File: src/core/sie_pkg.sv
/*
  Shared constants for the stage interrupt enable block: register
  offsets, field widths and reset values.
  Assumes the word-wide register port of the serial interface front end.
*/
`default_nettype none

package sie_pkg;

  // register port shape
  localparam int unsigned ADDR_W     = 10;
  localparam int unsigned DATA_W     = 16;
  localparam int unsigned STAGE_N    = 8;

  // register offsets as seen by the host
  localparam logic [9:0] OFS_LOW_EN    = 10'h005;
  localparam logic [9:0] OFS_HIGH_EN   = 10'h006;
  localparam logic [9:0] OFS_DONE_EN   = 10'h007;
  localparam logic [9:0] OFS_LOW_FLAG  = 10'h008;
  localparam logic [9:0] OFS_HIGH_FLAG = 10'h009;
  localparam logic [9:0] OFS_DONE_FLAG = 10'h00a;

  // field layout: stage bits sit at the bottom of each word
  localparam int unsigned STAGE_LSB  = 0;
  localparam int unsigned STAGE_MSB  = 7;

  // reset values
  localparam logic [7:0]  ENABLE_RST = 8'h00;
  localparam logic [7:0]  FLAG_RST   = 8'h00;
  localparam logic [15:0] RDATA_RST  = 16'h0000;
  localparam logic [7:0]  UNUSED_RD  = 8'h00;

endpackage : sie_pkg

`default_nettype wire

File: src/core/sie_flag_bank.sv
/*
  Bank of sticky per-stage status flags with clear on read.
  Assumes an active-low reset whose release is already retimed to clk.
*/
`timescale 1ns/1ps
`default_nettype none

module sie_flag_bank
  import sie_pkg::*;
#(
  parameter int unsigned WIDTH = 8
) (
  // clock and reset
  input  wire logic             clk,
  input  wire logic             rst_n,
  // event side
  input  wire logic [WIDTH-1:0] set_in,
  // host side
  input  wire logic             clear_in,
  output logic      [WIDTH-1:0] flag_out
);

  logic [WIDTH-1:0] flag_reg;
  logic [WIDTH-1:0] flag_next;

  // a read clears, but an event present now wins so nothing is lost
  always_comb begin
    flag_next = set_in | (flag_reg & ~{WIDTH{clear_in}});
  end

  always_ff @(posedge clk or negedge rst_n) begin
    if (!rst_n) begin
      flag_reg <= '0;
    end else begin
      flag_reg <= flag_next;
    end
  end

  assign flag_out = flag_reg;

endmodule : sie_flag_bank

`default_nettype wire

File: src/core/sie_top.sv
/*
  Per-stage interrupt enables, status flags and the active-low
  interrupt pin of an eight-stage conversion sequencer.
  Assumes the serial front end presents one-cycle read and write
  strobes with a word address, and the sequencer presents per-stage
  limit levels and completion pulses, all synchronous to SYS_CLK.
  Read data follows a read strobe by one cycle and then holds until
  the next read; the interrupt pin follows a stage event by two cycles.
  The front end leaves the register port idle for the first two cycles
  after RST_N rises, while the local reset copy is still asserted.
  Writes to status words or to unmapped words are ignored, and reads of
  unmapped words return zero.
  Stage n always sits at bit n of every word.
*/
`timescale 1ns/1ps
`default_nettype none

module sie_top
  import sie_pkg::*;
(
  // clock and reset
  input  wire logic              SYS_CLK,
  input  wire logic              RST_N,
  // register port from the serial front end
  input  wire logic [ADDR_W-1:0] REG_ADDR,
  input  wire logic              REG_WR,
  input  wire logic [DATA_W-1:0] REG_WDATA,
  input  wire logic              REG_RD,
  output logic      [DATA_W-1:0] REG_RDATA,
  output logic                   REG_RVALID,
  // stage events from the sequencer
  input  wire logic [STAGE_N-1:0] STAGE_LOW_EXCEED,
  input  wire logic [STAGE_N-1:0] STAGE_HIGH_EXCEED,
  input  wire logic [STAGE_N-1:0] STAGE_DONE,
  // interrupt pin
  output logic                   INT_N
);

  // reset synchroniser
  logic                rst_meta_reg;
  logic                rst_sync_reg;
  // enable words, one bit per stage
  logic [STAGE_N-1:0]  stage_low_irq_enable;
  logic [STAGE_N-1:0]  stage_high_irq_enable;
  logic [STAGE_N-1:0]  stage_done_irq_enable;
  // write decode for the enable words
  logic                wr_low_en;
  logic                wr_high_en;
  logic                wr_done_en;
  // sticky status flags, one bit per stage
  logic [STAGE_N-1:0]  stage_low_limit_flag;
  logic [STAGE_N-1:0]  stage_high_limit_flag;
  logic [STAGE_N-1:0]  stage_done_flag;
  // read path
  logic                rd_low_flag;
  logic                rd_high_flag;
  logic                rd_done_flag;
  logic [STAGE_N-1:0]  rd_word;
  logic [DATA_W-1:0]   rdata_reg;
  logic                rvalid_reg;
  // interrupt path
  logic [STAGE_N-1:0]  high_pending;
  logic [STAGE_N-1:0]  done_pending;
  logic [STAGE_N-1:0]  low_pending;
  logic [STAGE_N-1:0]  pending;
  logic                int_n_next;
  logic                int_n_reg;

  // reset released through two flops, asserted at once
  // the release is retimed so no flop sees it near its clock edge
  always_ff @(posedge SYS_CLK or negedge RST_N) begin
    if (!RST_N) begin
      rst_meta_reg <= 1'b0;
      rst_sync_reg <= 1'b0;
    end else begin
      rst_meta_reg <= 1'b1;
      rst_sync_reg <= rst_meta_reg;
    end
  end

  // write strobes per enable word; flag words and unmapped words take none
  // so a stray write can never disturb a status bit
  assign wr_low_en  = REG_WR && (REG_ADDR == OFS_LOW_EN);
  assign wr_high_en = REG_WR && (REG_ADDR == OFS_HIGH_EN);
  assign wr_done_en = REG_WR && (REG_ADDR == OFS_DONE_EN);

  // low-threshold enables; bits above stage 7 are not stored
  always_ff @(posedge SYS_CLK or negedge rst_sync_reg) begin
    if (!rst_sync_reg) begin
      stage_low_irq_enable <= ENABLE_RST;
    end else if (wr_low_en) begin
      stage_low_irq_enable <= REG_WDATA[STAGE_MSB:STAGE_LSB];
    end
  end

  // high-threshold enables; the host keeps bits 15 to 8 at zero
  always_ff @(posedge SYS_CLK or negedge rst_sync_reg) begin
    if (!rst_sync_reg) begin
      stage_high_irq_enable <= ENABLE_RST;
    end else if (wr_high_en) begin
      stage_high_irq_enable <= REG_WDATA[STAGE_MSB:STAGE_LSB];
    end
  end

  // completion enables; a stray upper bit is simply dropped
  always_ff @(posedge SYS_CLK or negedge rst_sync_reg) begin
    if (!rst_sync_reg) begin
      stage_done_irq_enable <= ENABLE_RST;
    end else if (wr_done_en) begin
      stage_done_irq_enable <= REG_WDATA[STAGE_MSB:STAGE_LSB];
    end
  end

  // a read of a status word clears it after its value is captured;
  // an event in the same cycle still wins inside the flag bank
  assign rd_low_flag  = REG_RD && (REG_ADDR == OFS_LOW_FLAG);
  assign rd_high_flag = REG_RD && (REG_ADDR == OFS_HIGH_FLAG);
  assign rd_done_flag = REG_RD && (REG_ADDR == OFS_DONE_FLAG);

  // limit levels re-set their flag every cycle they hold
  // low limits reach the pin only through their own enable word
  sie_flag_bank #(.WIDTH(STAGE_N)) u_low_flags (
    .clk      (SYS_CLK),
    .rst_n    (rst_sync_reg),
    .set_in   (STAGE_LOW_EXCEED),
    .clear_in (rd_low_flag),
    .flag_out (stage_low_limit_flag)
  );

  // high limits are levels too; a read while one holds leaves it set
  sie_flag_bank #(.WIDTH(STAGE_N)) u_high_flags (
    .clk      (SYS_CLK),
    .rst_n    (rst_sync_reg),
    .set_in   (STAGE_HIGH_EXCEED),
    .clear_in (rd_high_flag),
    .flag_out (stage_high_limit_flag)
  );

  // completion pulses last one cycle; the flag keeps them for the host
  sie_flag_bank #(.WIDTH(STAGE_N)) u_done_flags (
    .clk      (SYS_CLK),
    .rst_n    (rst_sync_reg),
    .set_in   (STAGE_DONE),
    .clear_in (rd_done_flag),
    .flag_out (stage_done_flag)
  );

  // read mux; unmapped addresses and unused bits read zero
  // status words clear as a whole, so the host must act on every bit read
  always_comb begin
    unique case (REG_ADDR)
      OFS_LOW_EN:    rd_word = stage_low_irq_enable;
      OFS_HIGH_EN:   rd_word = stage_high_irq_enable;
      OFS_DONE_EN:   rd_word = stage_done_irq_enable;
      OFS_LOW_FLAG:  rd_word = stage_low_limit_flag;
      OFS_HIGH_FLAG: rd_word = stage_high_limit_flag;
      OFS_DONE_FLAG: rd_word = stage_done_flag;
      default:       rd_word = '0;
    endcase
  end

  // read data held until the next read, so a slow front end can fetch it late
  always_ff @(posedge SYS_CLK or negedge rst_sync_reg) begin
    if (!rst_sync_reg) begin
      rdata_reg <= RDATA_RST;
    end else if (REG_RD) begin
      rdata_reg <= {UNUSED_RD, rd_word};
    end
  end

  // answer strobe, one cycle after every read
  always_ff @(posedge SYS_CLK or negedge rst_sync_reg) begin
    if (!rst_sync_reg) begin
      rvalid_reg <= 1'b0;
    end else begin
      rvalid_reg <= REG_RD;
    end
  end

  // each source masked by its own enable; a zero enable hides only that source of its stage from the pin
  assign high_pending = stage_high_limit_flag & stage_high_irq_enable;
  assign done_pending = stage_done_flag & stage_done_irq_enable;
  assign low_pending  = stage_low_limit_flag & stage_low_irq_enable;

  // any enabled stage still pending keeps the pin asserted
  assign pending = high_pending | done_pending | low_pending;

  // next pin level: low while any enabled stage is pending
  always_comb begin
    int_n_next = ~(|pending);
  end

  // registered pin so it never glitches on the board;
  // trade-off: one more cycle of latency for a clean level
  always_ff @(posedge SYS_CLK or negedge rst_sync_reg) begin
    if (!rst_sync_reg) begin
      int_n_reg <= 1'b1;
    end else begin
      int_n_reg <= int_n_next;
    end
  end

  // outputs come straight from flops
  assign REG_RDATA  = rdata_reg;
  assign REG_RVALID = rvalid_reg;
  assign INT_N      = int_n_reg;

endmodule : sie_top

`default_nettype wire

File: config.mk
export PLATFORM = sky130hd
export DESIGN_NAME = sie_top
export DESIGN_NICKNAME = d
export VERILOG_FILES = /design/src/core/sie_pkg.sv /design/src/core/sie_flag_bank.sv /design/src/core/sie_top.sv
export SDC_FILE = /design/constraint.sdc
export NUM_CORES = 1
export LEC_CHECK = 0
export BUFFER_PORTS_ARGS = -buffer_cell sky130_fd_sc_hd__buf_2
export CORE_ASPECT_RATIO = 0.5
export CORE_MARGIN = 2
export CORE_UTILIZATION = 52
export CTS_BUF_LIST = sky130_fd_sc_hd__clkbuf_8 sky130_fd_sc_hd__clkbuf_16
export DETAILED_ROUTE_END_ITERATION = 12
export PLACE_DENSITY = 0.89
export SETUP_SLACK_MARGIN = 0.1
export SLEW_MARGIN = 20
export SYNTH_ARGS = -nofsm -noshare
export SYNTH_HDL_FRONTEND = slang
export SYNTH_SLANG_ARGS = --single-unit
File: constraint.sdc
create_clock -name SYS_CLK -period 2.3 [get_ports SYS_CLK]
set_input_delay 0.345 -clock SYS_CLK [delete_from_list [all_inputs] [get_ports SYS_CLK]]
set_output_delay 0.345 -clock SYS_CLK [all_outputs]
set_load 0.01 [all_outputs]
Word level (Yosys, flattened, before mapping)
Index checks and enable logic that the tools add are counted.
- output and inout bits: 18
- register bits after elaboration: 60
- bits of input ports: 54
- eq/ne operators: 6
- multiplexer cells: 1
- bitwise logic cells: 15
- reductions and logical operators: 7
- operators with widths (operator ; count):
    8-bit AND ; 6
    8-bit case mux with 6 select lines ; 1
    8-bit bitwise OR ; 5
    10-bit by 3-bit == test with 1-bit output, second input constant ; 3
    10-bit by 4-bit == test with 1-bit output, second input constant ; 3
    8-bit inverter ; 3
    8-bit OR reduction ; 1
    1-bit logical AND ; 6
    1-bit inverter ; 1

Depth between registers and ports, before layout
- word-level depth: 5
- mapped depth: 6
- gate-level depth less buffers: 4

Cells and area by module
A second synthesis with hierarchy kept.
- cells, all modules: 231
- area total of the unflattened synthesis: 2832.7 µm²
- modules (own cells, without submodules) (module ; area an instance (µm²) ; instances ; cells an instance ; sequential area each (µm²)):
    sie_top ; 2040.7 ; 1 ; 180 ; 902.1
    sie_flag_bank ; 264.0 ; 3 ; 17 ; 200.2

Worst setup path before layout
OpenSTA, ideal clock, no wires.
- kind: input port to flip-flop
- from: in REG_ADDR[7]
- to: reg stage_low_irq_enable[0]
- stages on the path: 6
- data arrival time: 1.956 ns
- slack: 0.219 ns
- required time: 2.175 ns
- cell sequence: or4_1 buf_2 nor3_1 and3_1 buf_2 mux2_2
- word-level cells in the longest chain between the ends: 2
- RTL lines (element ; RTL line ; source):
    start: declaration ; sie_top.sv:25 ; input wire logic [ADDR_W-1:0] REG_ADDR,
    10-bit by 3-bit == test with 1-bit output ; sie_top.sv:83 ; assign wr_low_en = REG_WR && (REG_ADDR == OFS_LOW_EN);
    1-bit logical AND ; sie_top.sv:83 ;
    end signal: assignment ; sie_top.sv:92 ; stage_low_irq_enable <= REG_WDATA[STAGE_MSB:STAGE_LSB];
    end: declaration ; sie_top.sv:43 ; logic [STAGE_N-1:0] stage_low_irq_enable;
No other way between the ends.
A chain may end at the register's enable or synchronous reset.

Final worst setup path
- from: in REG_ADDR[7]
- to: reg stage_low_irq_enable[5]
Same word-level chain as after synthesis.

==> report_table.html <==
<table>
<tr><th>Metric</th><th>Value</th></tr>
<tr><th colspan="2">Placed design</th></tr>
<tr><td>Final HPWL from detailed placement</td><td>5.388 mm</td></tr>
<tr><td>Placed Area</td><td>3174 um^2</td></tr>
<tr><td>Number of placed cells counting well taps</td><td>355</td></tr>
<tr><td>Number of port buffers</td><td>55</td></tr>
<tr><td>RePlAce Congestion</td><td>0.9586</td></tr>
<tr><th colspan="2">Clock tree</th></tr>
<tr><td>Clock Sinks</td><td>60</td></tr>
<tr><td>Clock tree root driver cell</td><td>sky130_fd_sc_hd__clkbuf_8</td></tr>
<tr><td>Number of buffers created by CTS</td><td>9</td></tr>
<tr><td>Clock transition at the registers of the reported paths</td><td>70 ps</td></tr>
<tr><td>H-tree depth</td><td>3</td></tr>
<tr><td>CTS tree</td><td>done</td></tr>
<tr><td>PostCTS Resize Cnt</td><td>0</td></tr>
<tr><td>Setup Fix Bufs, Post-CTS</td><td>0</td></tr>
<tr><td>Source-to-sink clock delay at the later pin of the worst-skew pair</td><td>350 ps</td></tr>
<tr><td>Buffer depth of the longest clock path</td><td>2</td></tr>
<tr><th colspan="2">GRT</th></tr>
<tr><td>Vias in the first global route</td><td>2203</td></tr>
<tr><td>Wire length of the first global-routing pass</td><td>11.56 mm</td></tr>
<tr><td>Remaining Overflow, GRT</td><td>0</td></tr>
<tr><td>Pin count of the biggest net entering global routing</td><td>31</td></tr>
<tr><td>Number of antenna violations at the first check in global routing</td><td>0</td></tr>
<tr><td>Combined global-route utilization of all metal layers</td><td>26.54%</td></tr>
<tr><th colspan="2">Logic synthesis</th></tr>
<tr><td>Main flop type after synthesis</td><td>sky130_fd_sc_hd__dfrtp_1</td></tr>
<tr><td>Most repeated cell in the gate-level netlist after synthesis</td><td>sky130_fd_sc_hd__dfrtp_1</td></tr>
<tr><td>Post-synthesis async set-or-reset flop share</td><td>100.0%</td></tr>
<tr><td>Fraction of the yosys area taken by sequential cells</td><td>54.84%</td></tr>
<tr><td>Synth Cell Area</td><td>2740 um^2</td></tr>
<tr><td>Cell type contributing the most total cell area after synthesis</td><td>sky130_fd_sc_hd__dfrtp_1</td></tr>
<tr><td>Synth cell types</td><td>39</td></tr>
<tr><td>Area share of the largest cell type after synthesis</td><td>53.88%</td></tr>
<tr><td>Count of flip-flops with a built-in enable after synthesis</td><td>0</td></tr>
<tr><td>Commonest cells in the synthesized netlist</td><td>sky130_fd_sc_hd__dfrtp_1 (59), sky130_fd_sc_hd__a21o_1 (28), sky130_fd_sc_hd__mux2_2 (26), sky130_fd_sc_hd__a22oi_1 (14)</td></tr>
<tr><td>Synthesis warning total</td><td>0</td></tr>
<tr><td>Synth Area per Inst</td><td>12.29 um^2</td></tr>
<tr><td>Count of state elements after synthesis</td><td>60</td></tr>
<tr><td>Post-synthesis cell count</td><td>223</td></tr>
<tr><td>Most area-consuming cells after synthesis</td><td>sky130_fd_sc_hd__dfrtp_1 (54%), sky130_fd_sc_hd__mux2_2 (11%), sky130_fd_sc_hd__a21o_1 (7.7%)</td></tr>
<tr><th colspan="2">Worst setup path</th></tr>
<tr><td>Kind of cell with the highest combined delay on the critical path</td><td>simple AND/OR/NAND/NOR gates</td></tr>
<tr><td>Cells traversed along the worst timing path</td><td>buf_2, or4_1, nor3_1, and3_1, buf_4, mux2_2</td></tr>
<tr><td>Critical path arrival</td><td>2110 ps</td></tr>
<tr><td>Stage delay of the slowest cell on the critical path</td><td>600 ps</td></tr>
<tr><td>Reg2Reg Launch Point</td><td>u_high_flags.flag_out[7]</td></tr>
<tr><td>Destination of the worst register-to-register timing path</td><td>REG_RDATA[7]</td></tr>
<tr><td>Crit path capture type</td><td>flip-flop</td></tr>
<tr><td>Slowest stage cell on the critical path</td><td>sky130_fd_sc_hd__or4_1</td></tr>
<tr><td>Crit path kind</td><td>in -&gt; reg</td></tr>
<tr><td>Crit path buffers/inverters</td><td>2</td></tr>
<tr><td>Internal reg-to-reg setup slack</td><td>770 ps</td></tr>
<tr><td>Critical Path Fanout Max</td><td>8</td></tr>
<tr><td>Worst Reg-to-Reg Cells</td><td>4</td></tr>
<tr><td>Sort of element at the start of the critical path</td><td>input pin</td></tr>
<tr><td>Required time of the critical path</td><td>2530 ps</td></tr>
<tr><th colspan="2">Power</th></tr>
<tr><td>Peak supply drop</td><td>384.5 uV</td></tr>
<tr><td>Net switching fraction of the power</td><td>24.51%</td></tr>
<tr><td>Portion of total power attributed to the clock network</td><td>42.5%</td></tr>
<tr><td>Internal power contribution</td><td>1.689 mW</td></tr>
<tr><td>Gate power share</td><td>8.2%</td></tr>
<tr><td>Leakage component of the power</td><td>1.526 nW</td></tr>
<tr><td>Sw Pwr</td><td>548.5 uW</td></tr>
<tr><td>Sequential share of power</td><td>49.3%</td></tr>
<tr><td>P per Cell Area</td><td>660.7 nW/um^2</td></tr>
<tr><th colspan="2">Floorplanning</th></tr>
<tr><td>Number of primary I/O pins</td><td>72</td></tr>
<tr><td>Floorplan Core Area</td><td>5000 um^2</td></tr>
<tr><td>Overall die area</td><td>5902 um^2</td></tr>
<tr><td>Effective utilization at floorplan</td><td>54.80%</td></tr>
<tr><td>Floorplan row count</td><td>18</td></tr>
<tr><td>Die width</td><td>106.7 um</td></tr>
<tr><td>Die Height</td><td>55.33 um</td></tr>
<tr><th colspan="2">Final layout</th></tr>
<tr><td>Finished Cell Area</td><td>3387 um^2</td></tr>
<tr><td>Area Overhead vs Synth</td><td>23.61%</td></tr>
<tr><td>Antenna cells</td><td>0</td></tr>
<tr><td>Post-layout instance count excluding filler cells</td><td>372</td></tr>
<tr><td>Layout cells sized above 1</td><td>39.74%</td></tr>
<tr><td>Net total in the final layout</td><td>351</td></tr>
<tr><th colspan="2">Route</th></tr>
<tr><td>First DRT Iteration DRCs</td><td>190</td></tr>
<tr><td>Max Used Layer</td><td>met4</td></tr>
<tr><td>Final routed wirelength across all metal layers</td><td>7.361 mm</td></tr>
<tr><td>Number of detailed-route iterations in the first pass</td><td>4</td></tr>
<tr><td>Number of DRC violations after detailed routing</td><td>0</td></tr>
<tr><td>Metal3 WL</td><td>800 um</td></tr>
<tr><td>Avg Vias per Cell</td><td>5.935</td></tr>
<tr><td>DR vias</td><td>2208</td></tr>
<tr><td>Final antenna-violating net count</td><td>0</td></tr>
<tr><td>Routed wl met2</td><td>3.146 mm</td></tr>
<tr><td>Final routed wire length divided by cell count</td><td>19.79 um</td></tr>
<tr><td>Post-route met1 wirelength</td><td>3.334 mm</td></tr>
<tr><th colspan="2">STA</th></tr>
<tr><td>Slew of the pin with the lowest slew margin</td><td>678.9 ps</td></tr>
<tr><td>Final count of hold timing violations</td><td>0</td></tr>
<tr><td>Setup repair after global routing missed its margin</td><td>no</td></tr>
<tr><td>Headroom to the max-slew limit</td><td>54.74%</td></tr>
<tr><td>Maximum operating frequency</td><td>532.3 MHz</td></tr>
<tr><td>Total negative slack for setup checks</td><td>0 ps</td></tr>
<tr><td>Final critical-path share of the clock period</td><td>81.68%</td></tr>
<tr><td>Number of slew-limit violations in the final report</td><td>0</td></tr>
<tr><td>Clock skew</td><td>9.687 ps</td></tr>
<tr><td>Time the final worst path needs with I/O delays and setup</td><td>1879 ps</td></tr>
<tr><td>Endpoints failing setup</td><td>0</td></tr>
<tr><th colspan="2">Min path</th></tr>
<tr><td>Worst hold path startpoint</td><td>STAGE_DONE[1]</td></tr>
<tr><td>Number of cells on the worst hold path</td><td>2</td></tr>
<tr><td>Worst min-delay path category</td><td>in -&gt; reg</td></tr>
<tr><td>Worst Hold Endpoint</td><td>u_done_flags.flag_out[1]</td></tr>
<tr><th colspan="2">Status</th></tr>
<tr><td>Result of the run</td><td>finished clean</td></tr>
<tr><th colspan="2">Job</th></tr>
<tr><td>Max-cap violations</td><td>0</td></tr>
</table>
logic make-up after synthesis:
family	share of synthesized area (%)
mux	11.42
compound gates	19.73
flops	54.84
buf+inv	3.790
other cells	0.2741
simple gates	9.955
area by class of cell:
class	count	area, um^2
clock buffer	10	137.6
clock inverter	6	65.06
inverter	2	7.507
fill	389	1613
sequential	60	1504
tap	70	87.58
multi-input combinational	151	1160
timing repair buffer	73	425.4
power groups by stage:
stage	Clock, mW	Sequential (mW)	Combinational [mW]
3_5_place_dp	0	1.12	0.178
4_1_cts	0.968	1.10	0.181
3_3_place_gp	0	1.12	0.175
6_report	0.951	1.10	0.183
5_1_grt	1.02	1.11	0.200
2_1_floorplan	0	1.13	0.0886
layout by cell type, fill, tap and decap left out, types with 8 or more instances in the layout:
cell,synthesis,final
sky130_fd_sc_hd__buf_2,2,55
sky130_fd_sc_hd__dfrtp_1,59,58
sky130_fd_sc_hd__nand3_1,8,8
sky130_fd_sc_hd__a22oi_1,14,14
sky130_fd_sc_hd__buf_4,8,16
sky130_fd_sc_hd__a21o_1,28,28
sky130_fd_sc_hd__mux2_2,26,26
sky130_fd_sc_hd__conb_1,2,9
sky130_fd_sc_hd__clkbuf_8,0,10
stage by stage:
stage	total power, mW	setup WS, ps	util [%]	hold slack [ps]
after floorplan	1.218	218.9	-	49.41
after detailed placement	1.300	111.1	63.49	132.7
final	2.238	421.3	67.74	168.0
after CTS	2.252	461.3	67.74	158.4
after global routing	2.321	402.9	67.74	167.3
after global placement	1.295	138.4	63.49	129.7
worst max path at each step:
stage                startpoint                       to  slack, ps  cells past startpoint
floorplan           REG_ADDR[7]  stage_low_irq_enable[0]        220                      6
global placement    REG_ADDR[7]  stage_low_irq_enable[3]        140                      6
detailed placement  REG_ADDR[7]  stage_low_irq_enable[2]        110                      6
CTS                 REG_ADDR[7]  stage_low_irq_enable[5]        460                      6
global route        REG_ADDR[7]  stage_low_irq_enable[5]        400                      6
finish              REG_ADDR[7]  stage_low_irq_enable[5]        420                      6
timing repair:
item	in CTS	in global routing
endpoints found under the setup margin	0	0
hold buffers	1	0
hold endpoints to repair	2	0
routing by layer:
metal | GRT usage (%) | vias to the layer above
met4 | 9.276 | 0
li1 | - | 992
met3 | 8.973 | 10
met1 | 38.81 | 1083
met2 | 36.85 | 123
met5 | 0 | -
(Power assumes the default switching activity.)
